## config.mk

```make
export PLATFORM = sky130hd
export DESIGN_NAME = lsira_core
export DESIGN_NICKNAME = d
export VERILOG_FILES = /design/src/common/lsira_pkg.sv /design/src/hw/lsira_core.sv
export SDC_FILE = /design/constraint.sdc
export NUM_CORES = 1
export LEC_CHECK = 0
export BUFFER_PORTS_ARGS = -buffer_cell sky130_fd_sc_hd__buf_4
export CAP_MARGIN = 40
export CORE_MARGIN = 3
export CORE_UTILIZATION = 64
export DETAILED_ROUTE_END_ITERATION = 10
export GPL_TIMING_DRIVEN = 0
export PLACE_DENSITY = 0.87
export SKIP_CTS_REPAIR_TIMING = 1
export SLEW_MARGIN = 0
export SYNTH_ARGS = -nofsm -noshare
export SYNTH_HDL_FRONTEND = slang
export SYNTH_SLANG_ARGS = --single-unit
```

## constraint.sdc

```tcl
create_clock -name ref_clk -period 15 [get_ports ref_clk]
set_input_delay 0 -clock ref_clk [delete_from_list [all_inputs] [get_ports ref_clk]]
set_output_delay 0 -clock ref_clk [all_outputs]
set_load 0.02 [all_outputs]
```

## src/common/lsira_pkg.sv

```systemverilog
// Purpose: Shared constants and types for the light sensor interrupt and autorange block
// Assumes: 200 MHz reference clock
// Notes: Exponents follow the linear code = mantissa << exponent convention
package lsira_pkg;
	// Clock and pulse timing
	localparam int CLK_MHZ = 200;
	localparam int IRQ_PULSE_NS = 1000;
	localparam int IRQ_PULSE_CYC = (IRQ_PULSE_NS * CLK_MHZ + 999) / 1000;
	// Field widths
	localparam int MANT_W = 20;
	localparam int THR_W = 12;
	localparam int EXP_W = 4;
	localparam int LIN_W = 36;
	// Range encodings
	localparam logic [3:0] RANGE_AUTO = 4'h000c;
	localparam logic [3:0] VIS_EXP_MAX = 4'h0008;
	localparam logic [3:0] IR_EXP_MAX = 4'h0006;
	localparam logic [3:0] THR_SHIFT_BASE = 4'h0008;
	// Autorange decision points and manual-overflow saturation value on the mantissa
	localparam logic [19:0] MANT_FULL = 20'h0_ffff;
	localparam logic [19:0] MANT_HIGH = 20'h0_e000;
	localparam logic [19:0] MANT_LOW1 = 20'h0_4000;
	localparam logic [19:0] MANT_LOW2 = 20'h0_1000;
	// Reset values
	localparam logic [3:0] EXP_RST = 4'h0000;
	localparam logic [3:0] FAULT_RST = 4'h0000;
	// Interrupt pin functions
	localparam logic [1:0] PIN_FAULT = 2'h0;
	localparam logic [1:0] PIN_EOC = 2'h1;
	localparam logic [1:0] PIN_PAIR = 2'h2;
	localparam logic [1:0] PIN_QUAD = 2'h3;

	// One conversion result as delivered by the converter
	typedef struct packed {
		logic ovf; // Result overflowed its range
		logic ch; // 0 visible, 1 infrared
		logic [19:0] mant; // Linear mantissa
	} lsira_meas_s;

	// One limit: mantissa and exponent
	typedef struct packed {
		logic [11:0] mant;
		logic [3:0] expo;
	} lsira_limit_s;

	// Published result
	typedef struct packed {
		logic ch;
		logic [3:0] expo;
		logic [19:0] mant;
	} lsira_result_s;
endpackage : lsira_pkg

```

## src/hw/lsira_core.sv

```systemverilog
// Purpose: Limit comparison, fault counting, interrupt pin and automatic range control
// Assumes: Converter holds its result stable across several conv_clk periods
// Notes: All converter-side inputs are synchronised and sampled on ref_clk rising edges
`timescale 1ns/1ps
module lsira_core
	import lsira_pkg::*;
#(
	parameter int PULSE_CYC = IRQ_PULSE_CYC
) (
	input wire logic ref_clk,
	input wire logic reset,
	input wire logic conv_clk,
	input wire logic conv_done,
	input wire lsira_meas_s conv_meas,
	input wire logic irq_pin_polarity,
	input wire logic latch_style,
	input wire logic [1:0] fault_count,
	input wire logic [1:0] pin_function,
	input wire logic [3:0] range_sel,
	input wire logic thr_channel,
	input wire lsira_limit_s limit_high,
	input wire lsira_limit_s limit_low,
	input wire logic flag_reg_read,
	output logic irq_out,
	output logic irq_oe,
	output logic flag_high,
	output logic flag_low,
	output logic [3:0] visible_channel_exp,
	output logic [3:0] infrared_channel_exp,
	output logic restart_req,
	output logic result_valid,
	output lsira_result_s result
);
	// Linear code of a mantissa shifted by an amount
	function automatic logic [LIN_W-1:0] lin_code(input logic [LIN_W-1:0] m, input logic [4:0] sh);
		lin_code = m << sh;
	endfunction : lin_code

	// Consecutive faults needed for a fault setting
	// Setting n asks for two to the power n faults in a row
	function automatic logic [3:0] fault_need(input logic [1:0] fc);
		fault_need = 4'h0001 << fc;
	endfunction : fault_need

	// Synchronisers for all converter-side inputs
	// The result word is synchronised bit by bit. That is safe only because the
	// converter holds it steady from before done rises until after done falls,
	// so every bit has settled long before the link edge that takes it.
	logic clk_s1_r, clk_s2_r, clk_s3_r; // Link clock stages, s3 for edge
	logic done_s1_r, done_s2_r; // Conversion done stages
	lsira_meas_s meas_s1_r, meas_s2_r; // Result stages

	// Two-flop synchroniser, third flop only for edge detect on the clean copy
	always_ff @(posedge ref_clk or posedge reset) begin
		if (reset) begin
			clk_s1_r <= 1'b0;
			clk_s2_r <= 1'b0;
			clk_s3_r <= 1'b0;
			done_s1_r <= 1'b0;
			done_s2_r <= 1'b0;
			meas_s1_r <= '0;
			meas_s2_r <= '0;
		end else begin
			clk_s1_r <= conv_clk;
			clk_s2_r <= clk_s1_r;
			clk_s3_r <= clk_s2_r;
			done_s1_r <= conv_done;
			done_s2_r <= done_s1_r;
			meas_s1_r <= conv_meas;
			meas_s2_r <= meas_s1_r;
		end
	end

	// A done level that spans several link edges must count as one conversion,
	// so the event needs done high now and low at the previous link edge.
	// The link clock is only sampled, never used as a clock, so the whole
	// block stays in the ref_clk domain.
	// Conversion seen on a rising link clock edge while done is high
	logic done_prev_r; // Done level at previous link edge, one event per done
	wire link_rise = clk_s2_r & ~clk_s3_r;
	wire conv_evt = link_rise & done_s2_r & ~done_prev_r;

	// Remember done at each link edge so a long done gives one event
	always_ff @(posedge ref_clk or posedge reset) begin
		if (reset) begin
			done_prev_r <= 1'b0;
		end else if (link_rise) begin
			done_prev_r <= done_s2_r;
		end
	end

	// Range state
	logic [3:0] vis_exp_r, vis_exp_nxt; // Visible channel exponent
	logic [3:0] ir_exp_r, ir_exp_nxt; // Infrared channel exponent
	wire auto_mode = (range_sel == RANGE_AUTO);
	wire is_ir = meas_s2_r.ch;
	wire [3:0] cur_exp = is_ir ? ir_exp_r : vis_exp_r;
	// Each channel has its own top range
	wire [3:0] cur_max = is_ir ? IR_EXP_MAX : VIS_EXP_MAX;
	wire at_top = (cur_exp >= cur_max);
	// In automatic mode an overflowed result is always dropped. Below the top
	// range the converter is also told to step up and measure again; at the
	// top there is nothing higher to try, so that result is simply lost.
	// Manual mode cannot change range, so its overflow is published saturated.
	wire drop = conv_evt & meas_s2_r.ovf & auto_mode;
	wire abort = drop & ~at_top;
	wire publish = conv_evt & ~drop;
	// Manual exponents, infrared capped
	wire [3:0] man_vis = (range_sel > VIS_EXP_MAX) ? VIS_EXP_MAX : range_sel;
	wire [3:0] man_ir = (man_vis > IR_EXP_MAX) ? IR_EXP_MAX : man_vis;
	// Saturated mantissa for an overflow taken in manual mode
	wire [19:0] pub_mant = meas_s2_r.ovf ? MANT_FULL : meas_s2_r.mant;

	// Thresholds sit on the mantissa alone: near full scale step up one range,
	// well below it step down one, and far below it step down two. The steps
	// saturate at range zero and at the channel's top range.
	// Autorange step for the measured channel
	logic [3:0] auto_exp;
	always_comb begin
		auto_exp = cur_exp;
		if (meas_s2_r.ovf) begin
			auto_exp = at_top ? cur_exp : cur_exp + 4'h0001;
		end else if (pub_mant >= MANT_HIGH) begin
			auto_exp = at_top ? cur_exp : cur_exp + 4'h0001;
		end else if (pub_mant < MANT_LOW2) begin
			auto_exp = (cur_exp >= 4'h0002) ? cur_exp - 4'h0002 : EXP_RST;
		end else if (pub_mant < MANT_LOW1) begin
			auto_exp = (cur_exp >= 4'h0001) ? cur_exp - 4'h0001 : EXP_RST;
		end
	end

	// Manual values are reloaded every cycle, so leaving automatic mode takes
	// effect at once. In automatic mode only the channel just measured moves.
	always_comb begin
		vis_exp_nxt = vis_exp_r;
		ir_exp_nxt = ir_exp_r;
		if (!auto_mode) begin
			vis_exp_nxt = man_vis;
			ir_exp_nxt = man_ir;
		end else if (conv_evt) begin
			if (is_ir) begin
				ir_exp_nxt = auto_exp;
			end else begin
				vis_exp_nxt = auto_exp;
			end
		end
	end

	// Range registers
	// Both channels start at the lowest range after reset
	always_ff @(posedge ref_clk or posedge reset) begin
		if (reset) begin
			vis_exp_r <= EXP_RST;
			ir_exp_r <= EXP_RST;
		end else begin
			vis_exp_r <= vis_exp_nxt;
			ir_exp_r <= ir_exp_nxt;
		end
	end

	// Both sides are brought to the same linear scale before comparing. The
	// limit mantissa starts eight places up, so a 12-bit limit lines up with
	// the top bits of a full-range result. Comparisons are strict.
	// Limit comparison on the selected channel
	wire [LIN_W-1:0] meas_lin = lin_code(LIN_W'(pub_mant), {1'b0, cur_exp});
	wire [LIN_W-1:0] hi_lin = lin_code(LIN_W'(limit_high.mant),
		{1'b0, limit_high.expo} + {1'b0, THR_SHIFT_BASE});
	wire [LIN_W-1:0] lo_lin = lin_code(LIN_W'(limit_low.mant),
		{1'b0, limit_low.expo} + {1'b0, THR_SHIFT_BASE});
	wire cmp_evt = publish & (meas_s2_r.ch == thr_channel);
	wire above = meas_lin > hi_lin;
	wire below = meas_lin < lo_lin;

	// Each direction keeps its own run length. A result that does not break
	// that limit clears the run, so only unbroken runs qualify. The tally stops
	// at the needed count so it cannot wrap during a long excursion.
	// Consecutive fault tallies
	logic [3:0] hi_cnt_r, hi_cnt_nxt; // Consecutive faults above
	logic [3:0] lo_cnt_r, lo_cnt_nxt; // Consecutive faults below
	wire [3:0] need = fault_need(fault_count);
	wire hi_sat = (hi_cnt_r >= need);
	wire lo_sat = (lo_cnt_r >= need);
	assign hi_cnt_nxt = !above ? FAULT_RST : (hi_sat ? hi_cnt_r : hi_cnt_r + 4'h0001);
	assign lo_cnt_nxt = !below ? FAULT_RST : (lo_sat ? lo_cnt_r : lo_cnt_r + 4'h0001);
	// Qualified events use the tally including this measurement
	wire hi_fault = cmp_evt & above & (hi_cnt_nxt >= need);
	wire lo_fault = cmp_evt & below & (lo_cnt_nxt >= need);

	// Tally registers update on each compared result
	// Results of the other channel leave both tallies alone
	always_ff @(posedge ref_clk or posedge reset) begin
		if (reset) begin
			hi_cnt_r <= FAULT_RST;
			lo_cnt_r <= FAULT_RST;
		end else if (cmp_evt) begin
			hi_cnt_r <= hi_cnt_nxt;
			lo_cnt_r <= lo_cnt_nxt;
		end
	end

	// Hysteresis never latches: each qualified fault simply overwrites the
	// state. Window style only ever sets; the status read is the one way out.
	// A fault and a read in the same cycle leave the state set, so no fault
	// is lost to a read that raced it.
	// Flags and fault-pin state
	logic flag_h_r, flag_h_nxt; // Above-high flag
	logic flag_l_r, flag_l_nxt; // Below-low flag
	logic fault_act_r, fault_act_nxt; // Fault-driven pin activity
	always_comb begin
		flag_h_nxt = flag_h_r;
		flag_l_nxt = flag_l_r;
		fault_act_nxt = fault_act_r;
		if (!latch_style) begin
			// Hysteresis: no latching, each qualified fault decides
			if (hi_fault) begin
				flag_h_nxt = 1'b1;
				flag_l_nxt = 1'b0;
				fault_act_nxt = 1'b1;
			end else if (lo_fault) begin
				flag_h_nxt = 1'b0;
				flag_l_nxt = 1'b1;
				fault_act_nxt = 1'b0;
			end
		end else begin
			// Window: status read clears, a new fault in the same cycle wins
			if (flag_reg_read) begin
				flag_h_nxt = 1'b0;
				flag_l_nxt = 1'b0;
				fault_act_nxt = 1'b0;
			end
			if (hi_fault) begin
				flag_h_nxt = 1'b1;
				fault_act_nxt = 1'b1;
			end
			if (lo_fault) begin
				flag_l_nxt = 1'b1;
				fault_act_nxt = 1'b1;
			end
		end
	end

	// Flag registers run whatever the pin function
	// The pin function only picks what drives the pin
	always_ff @(posedge ref_clk or posedge reset) begin
		if (reset) begin
			flag_h_r <= 1'b0;
			flag_l_r <= 1'b0;
			fault_act_r <= 1'b0;
		end else begin
			flag_h_r <= flag_h_nxt;
			flag_l_r <= flag_l_nxt;
			fault_act_r <= fault_act_nxt;
		end
	end

	// Pin functions two and three count every published conversion of either
	// channel; dropped conversions are not counted. A new pulse that falls due
	// while one is running restarts the full pulse length.
	// Conversion-event pulses
	logic [1:0] conv_cnt_r; // Published conversions modulo four
	logic [7:0] pulse_cnt_r; // Remaining pulse cycles
	wire [1:0] conv_cnt_inc = conv_cnt_r + 2'h1;
	wire pulse_due = publish & ((pin_function == PIN_EOC)
		| ((pin_function == PIN_PAIR) & conv_cnt_inc[0] == 1'b0)
		| ((pin_function == PIN_QUAD) & conv_cnt_inc == 2'h0));

	// Count conversions and time the pulse
	// The conversion counter is cleared only by reset
	always_ff @(posedge ref_clk or posedge reset) begin
		if (reset) begin
			conv_cnt_r <= 2'h0;
			pulse_cnt_r <= 8'h00;
		end else begin
			if (publish) begin
				conv_cnt_r <= conv_cnt_inc;
			end
			if (pulse_due) begin
				pulse_cnt_r <= 8'(PULSE_CYC);
			end else if (pulse_cnt_r != 8'h00) begin
				pulse_cnt_r <= pulse_cnt_r - 8'h01;
			end
		end
	end

	// The pin is open drain: its data is always low and only the enable moves.
	// A released pin floats to its pull-up level, so the enable is the inverse
	// of the wanted level. Shared lines then form a wired function.
	// Pin activity and open-drain drive
	wire pin_active = (pin_function == PIN_FAULT) ? fault_act_nxt
		: pulse_due | (pulse_cnt_r > 8'h01);
	wire pin_level = pin_active ? irq_pin_polarity : ~irq_pin_polarity;

	// Output registers
	// Every output leaves from a flop so nothing combinational reaches a pin
	always_ff @(posedge ref_clk or posedge reset) begin
		if (reset) begin
			irq_out <= 1'b0;
			irq_oe <= 1'b0;
			restart_req <= 1'b0;
			result_valid <= 1'b0;
			result <= '0;
		end else begin
			irq_out <= 1'b0;
			irq_oe <= ~pin_level;
			restart_req <= abort;
			result_valid <= publish;
			if (publish) begin
				result <= '{ch: meas_s2_r.ch, expo: cur_exp, mant: pub_mant};
			end
		end
	end

	assign flag_high = flag_h_r;
	assign flag_low = flag_l_r;
	assign visible_channel_exp = vis_exp_r;
	assign infrared_channel_exp = ir_exp_r;
endmodule : lsira_core
```

# Yosys cells after proc, flatten, opt, wreduce, memory -nomap -nowiden
# Cells that the tools add are included.
# W data, S select, Z words.
# totals
ff_bits	107
out_inout_bits	39
elab_cells	140
# classes
shift	4
add_sub_neg	9
eq_ne	10
bitwise	25
order_cmp	15
mux	41
n_reduce_logical	9
# ops
cell	n
$mux W4	21
$shl A12 B5 Y36	2
$gt A36 B36 Y1	1
$lt A36 B36 Y1	1
$shl A20 B4 Y36	1
$ge A20 B16 Y1 const B	1
$ge A4 B4 Y1	5
$lt A20 B13 Y1 const B	1
$lt A20 B15 Y1 const B	1
$mux W20	1
$mux W1	17
$mux W8	2
$and A1 B1 Y1	15
$add A4 B1 Y4 const B	3
$add A4 B4 Y5 const B	2
$gt A8 B1 Y1 const B	1
$reduce_and A2 Y1	4
$reduce_bool A8 Y1	1
$sub A8 B1 Y8 const B	1
$not A1 Y1	7
$ne A2 B2 Y1 const B	3
$ne A3 B1 Y1 const B	2
$eq A2 B2 Y1 const B	2
$eq A4 B4 Y1 const B	1
14 further kinds	17

# Logic depth before layout (Yosys ltp)
# depth
depth_word	17
ltp_mapped	30

# Least setup slack after synthesis
# OpenSTA, ideal clock, no wires.
# synth_path
path_type	reg2reg
from	register vis_exp_r[0] (netlist: visible_channel_exp[0])
to	register irq_oe
path_buffers	3
setup_time_ns	0.129
setup_slack_ns	9.355
arrival_time_ns	5.516
path_stages_with_launch	29
period_less_slack_ns	5.645
cell_sequence	dfrtp_1 > mux2i_4 > clkbuf_1 > clkbuf_1 > clkbuf_1 > o211ai_1 > a21oi_1 > mux2i_1 > nand2_1 > nand2_1 > ha_1 > a21o_1 > a21o_1 > a211oi_1 > o21ai_0 > a221o_1 > a211oi_2 > o21ai_2 > nand2b_1 > ha_1 > nand2b_1 > a21o_1 > a21o_1 > a21oi_1 > nor2_1 > o211ai_2 > mux2i_1 > a31oi_1 > xor2_1
# synth_via
elab_chain_cells	12
# synth_rtl
item	line	rtl
start: declaration	lsira_core.sv:93	logic [3:0] vis_exp_r, vis_exp_nxt;
start signal: assignment	lsira_core.sv:156	vis_exp_r <= vis_exp_nxt;
$mux W4 *	lsira_core.sv:97	wire [3:0] cur_exp = is_ir ? ir_exp_r : vis_exp_r;
$shl A20 B4 Y36 *	lsira_core.sv:36	lin_code = m << sh;
$lt A36 B36 Y1 / $gt A36 B36 Y1 (equally long branches)	lsira_core.sv:172, lsira_core.sv:171	
$mux W4, on equally long branches	lsira_core.sv:184, lsira_core.sv:183	
$ge A4 B4 Y1, on equally long branches	lsira_core.sv:187, lsira_core.sv:186	
$and A1 B1 Y1, on equally long branches	lsira_core.sv:187, lsira_core.sv:186	
$mux W1, on equally long branches	lsira_core.sv:219, lsira_core.sv:231	
$mux W1, on equally long branches	lsira_core.sv:215, lsira_core.sv:235	
$mux W1 *	lsira_core.sv:213	if (!latch_style) begin
$mux W1 *	lsira_core.sv:289	wire pin_active = (pin_function == PIN_FAULT) ? fault_act_nxt
$mux W1 *	lsira_core.sv:291	wire pin_level = pin_active ? irq_pin_polarity : ~irq_pin_polarity;
$not A1 Y1 *	lsira_core.sv:304	irq_oe <= ~pin_level;
end signal: assignment	lsira_core.sv:304	
end: declaration	lsira_core.sv:25	output logic irq_oe,
# Every way passes the cells marked *; elsewhere a longest branch is shown, timed or not.
# A chain may end at the register's enable or synchronous reset.

# Worst setup path in the final report
# layout_path
from	register meas_s2_r, in the netlist is_ir
to	register irq_oe
# layout_via
elab_chain_cells	12
# layout_rtl
item	line	rtl
start: declaration	lsira_core.sv:51	lsira_meas_s meas_s1_r, meas_s2_r;
start signal: assignment	lsira_core.sv:70	meas_s2_r <= meas_s1_r;
$mux W4	lsira_core.sv:97	
$shl A20 B4 Y36	lsira_core.sv:36	
$lt A36 B36 Y1 / $gt A36 B36 Y1 (equally long branches)	lsira_core.sv:172, lsira_core.sv:171	
$mux W4, on equally long branches	lsira_core.sv:184, lsira_core.sv:183	
$ge A4 B4 Y1, on equally long branches	lsira_core.sv:187, lsira_core.sv:186	
$and A1 B1 Y1, on equally long branches	lsira_core.sv:187, lsira_core.sv:186	
$mux W1, on equally long branches	lsira_core.sv:219, lsira_core.sv:231	
$mux W1, on equally long branches	lsira_core.sv:215, lsira_core.sv:235	
$mux W1 *	lsira_core.sv:213	
$mux W1 *	lsira_core.sv:289	
$mux W1 *	lsira_core.sv:291	
$not A1 Y1 *	lsira_core.sv:304	
# Marked as above.

==> impl_metrics.tcl <==
set metrics [dict create \
    die_h_um 121 \
    final.setup.tns_ns 0 \
    yosys-top-cells-area "dfrtp_1 32%, ha_1 13%, mux2i_1 5.7%, a21oi_1 5.6%, nand2_1 5.1%" \
    min_path_cells 3 \
    status "complete, but fails checks" \
    synth_seq_cells 107 \
    slowest_delay_ns 0.50 \
    synth.yosys.warnings 0 \
    skew_ns 0.00668 \
    period_minus_slack_ns 7.28 \
    cp.arrival_ns 7.49 \
    io_pins 109 \
    path_clk_slew_ns 0.07 \
    fmax_mhz 137 \
    drive_gt1_share_pct 15.4 \
    synthCells 981 \
    port_buffers 102 \
    synth_top_family_by_area "simple AND/OR/NAND/NOR gates" \
    p_per_area_mw_per_mm2 101 \
    ys_types 73 \
    h-tree-depth 3 \
    grt_pass1_vias 7685 \
    cts.path.max_buffers 2 \
    numCtsBuffers 9 \
    synth.mux.area_fraction_pct 11.3 \
    fillCellCount 872 \
    finalSetupViolCount 0 \
    r2r_cells 28 \
    r2r_end "irq_oe" \
    synth_area_leader_cell "dfrtp_1" \
    drtIter0Drc 890 \
    synth-simple-area-share_pct 19.6 \
    hpwl_um 17400 \
    gp_congestion 1.03 \
    drv_slew 0 \
    rows 41 \
    min_path_type "primary input to flop" \
    synth_compound_area_share_pct 18.7 \
    syn_area_mm2 0.00846 \
    ys.flop_type "dfrtp_1" \
    drt-pass1-iter-count 6 \
    path_class "flop to flop" \
    wl_um 24000 \
    syn_area_per_cell_um2 8.62 \
    wl_per_cell_um 18.3 \
    synthArstFlopShare_pct 100 \
    violations "negative hold slack" \
    die_x_um 121 \
    root_buffer "clkbuf_16" \
    routed_via_density 6.29 \
    leakagePower_nw 4.63 \
    crit_slowest_cell "clkbuf_1" \
    endpoint_kind "flop" \
    area_growth_pct 19.5 \
    crit_path_start "is_ir" \
    grt_pass1_wl_um 36700 \
    n_antenna_cell 0 \
    seq_area_frac_synth_pct 31.6 \
    ir_worst_vdd_mv 0.118 \
    synth_edf_count 0 \
    holdPathEnd "visible_channel_exp[2]" \
    yosys.area_share.xor_xnor_pct 1.66 \
    synth_top_area_share_pct 31.6 \
    dr_total_vias 8274 \
    hp-start "range_sel[2]" \
    post-route-period-util_pct 48.5 \
    fp.coreArea_mm2 0.0128 \
    hold_slack_ns -0.0180 \
    grt-ovfl-total 0 \
    startpoint_type "flop" \
    ant_nets 0 \
    worst_pin_slew_ns 0.944 \
    worst_ep_required_time_ns 15.21 \
    antenna_found_initial 0 \
    hold_viol 4 \
    pre_cts_ws_ns 7.96 \
    grt_max_degree 74 \
    cts_tree "done" \
    slew_headroom_pct 36.2 \
    nets 1299 \
    initial_utilization_pct 66.2 \
    grt_use_total_pct 30.9 \
    r2r-start "is_ir" \
    clkSinkCount 107 \
    dieArea_mm2 0.0146 \
    crit_top_cell "a21o_1" \
    ff2ff_setup_slack_ns 7.72 \
    layout_setup_ws_ns 7.72 \
    post-route-drc-count 0 \
    synthAdderAreaFrac_pct 13.7 \
    rsz0062_at_grt "no" \
    path_max_fanout 10 \
    drv_cap 0 \
    p_total_mw 1.02 \
    clock_latency_ns 0.35 \
]
synth_stat cells, types with 4 or more instances:
master,number
nor3_1,15
nand4_1,9
mux4_2,10
ha_1,91
xor2_1,7
inv_1,23
nor2b_1,16
xnor2_1,9
and2_1,13
a22o_1,4
o21ai_0,51
nor2_1,111
o22a_1,8
or2_2,11
a21oi_1,94
a211oi_1,11
o211ai_1,13
nand2_1,114
or3_1,5
nand2b_1,18
a31oi_1,7
o31ai_1,10
nand3_1,25
dfrtp_1,107
clkbuf_1,35
a21o_1,17
o22ai_1,4
and3_1,7
buf_1,9
mux2i_1,48
o21a_1,4
mux2_2,19
nor3b_1,5
nor4_1,4
layer usage:
metal	vias to the layer above	global-route usage [%]	share of wire, %
met5	-	0	0
met1	3918	40.9	41
met3	70	3.50	7.1
met4	0	8.92	2.8
li1	3848	-	-
met2	438	53.6	49
through the flow:
| stage | instances | utilization [%] | hold WS [ns] | instance area [µm²] |
|---|---|---|---|---|
| final | 1315 | 79.2 | -0.0180 | 10100 |
| after global routing | 1315 | 79.2 | 0.00608 | 10100 |
| after detailed placement | 1269 | 74.6 | 0.0646 | 9520 |
| after floorplan | 993 | - | 0.0314 | 8510 |
| after CTS | 1285 | 76.8 | -0.317 | 9810 |
| after global placement | 1267 | 74.3 | 0.109 | 9490 |
report_power, final:
part	leakage [nW]	internal [mW]	switching (mW)
clock	0.142	0.120	0.109
sequential	1.27	0.329	0.0396
combinational	3.22	0.179	0.241
logic make-up after synthesis:
kind of cell    after synthesis
xor+xnor                     16
compound gates              252
mux                          79
flops                       107
simple gates                360
buf+inv                      72
fa+ha+maj                    93
other cells                   2
worst max path at each step:
stage                     endpoint  slack (ns)
final                       irq_oe        7.72
after global routing      flag_low        7.37
after CTS                   irq_oe        7.87
after detailed placement    irq_oe        7.96
after global placement      irq_oe        8.04
after floorplan             irq_oe        9.35
worst max-delay path: cells and delay by family, from the launching register on:
family	cells	cell delay [ns]
compound gates	14	2.97
buf+inv	3	1.42
mux	3	0.91
simple gates	5	0.61
fa+ha+maj	2	0.60
flops	1	0.42
xor+xnor	1	0.20
registers in the layout (all words and copies together) (netlist names), 2 cells and up:
name	flops
meas_s1_r	22
meas_s2_r	21
infrared_channel_exp	4
result	25
lo_cnt_r	4
visible_channel_exp	4
hi_cnt_r	4
conv_cnt_r	2
pulse_cnt_r	8
cell usage in the layout, fill, tap and decap left out, types with 5 or more instances in the layout:
cell type      Yosys  routed
a21o_1            17      17
conb_1             2      14
and2_1            13      13
nand3_1           25      25
and3_1             7       7
clkbuf_16          0       9
mux2i_1           48      48
dfrtp_1          107     107
a211oi_1          11      11
o31ai_1           10      10
o21ai_0           51      51
nor2b_1           16      16
nand2_1          114     114
nor3b_1            5       5
xnor2_1            9       9
nand2b_1          18      18
nand4_1            9       9
or2_2             11      11
a21oi_1           94      94
mux4_2            10      10
clkbuf_1          35      36
or3_1              5       5
nor2_1           111     111
dlygate4sd3_1      0      30
a31oi_1            7       7
o211ai_1          13      13
inv_1             23      22
ha_1              91      91
buf_1              9       9
mux2_2            19      19
o22a_1             8       8
xor2_1             7       7
nor3_1            15      15
buf_4              1     104
layout make-up:
type | count | area [µm²] | area share, %
multi-input cells | 814 | 5550 | 54.9
flip-flops and latches | 107 | 2680 | 26.5
repair buffers | 134 | 1100 | 10.9
clock buffers | 11 | 243 | 2.40
well taps | 172 | 215 | 2.13
plain buffers | 46 | 178 | 1.76
inverters | 26 | 100 | 0.990
clock inverters | 5 | 46.3 | 0.458
No activity file was read; power rests on OpenSTA's default activity.
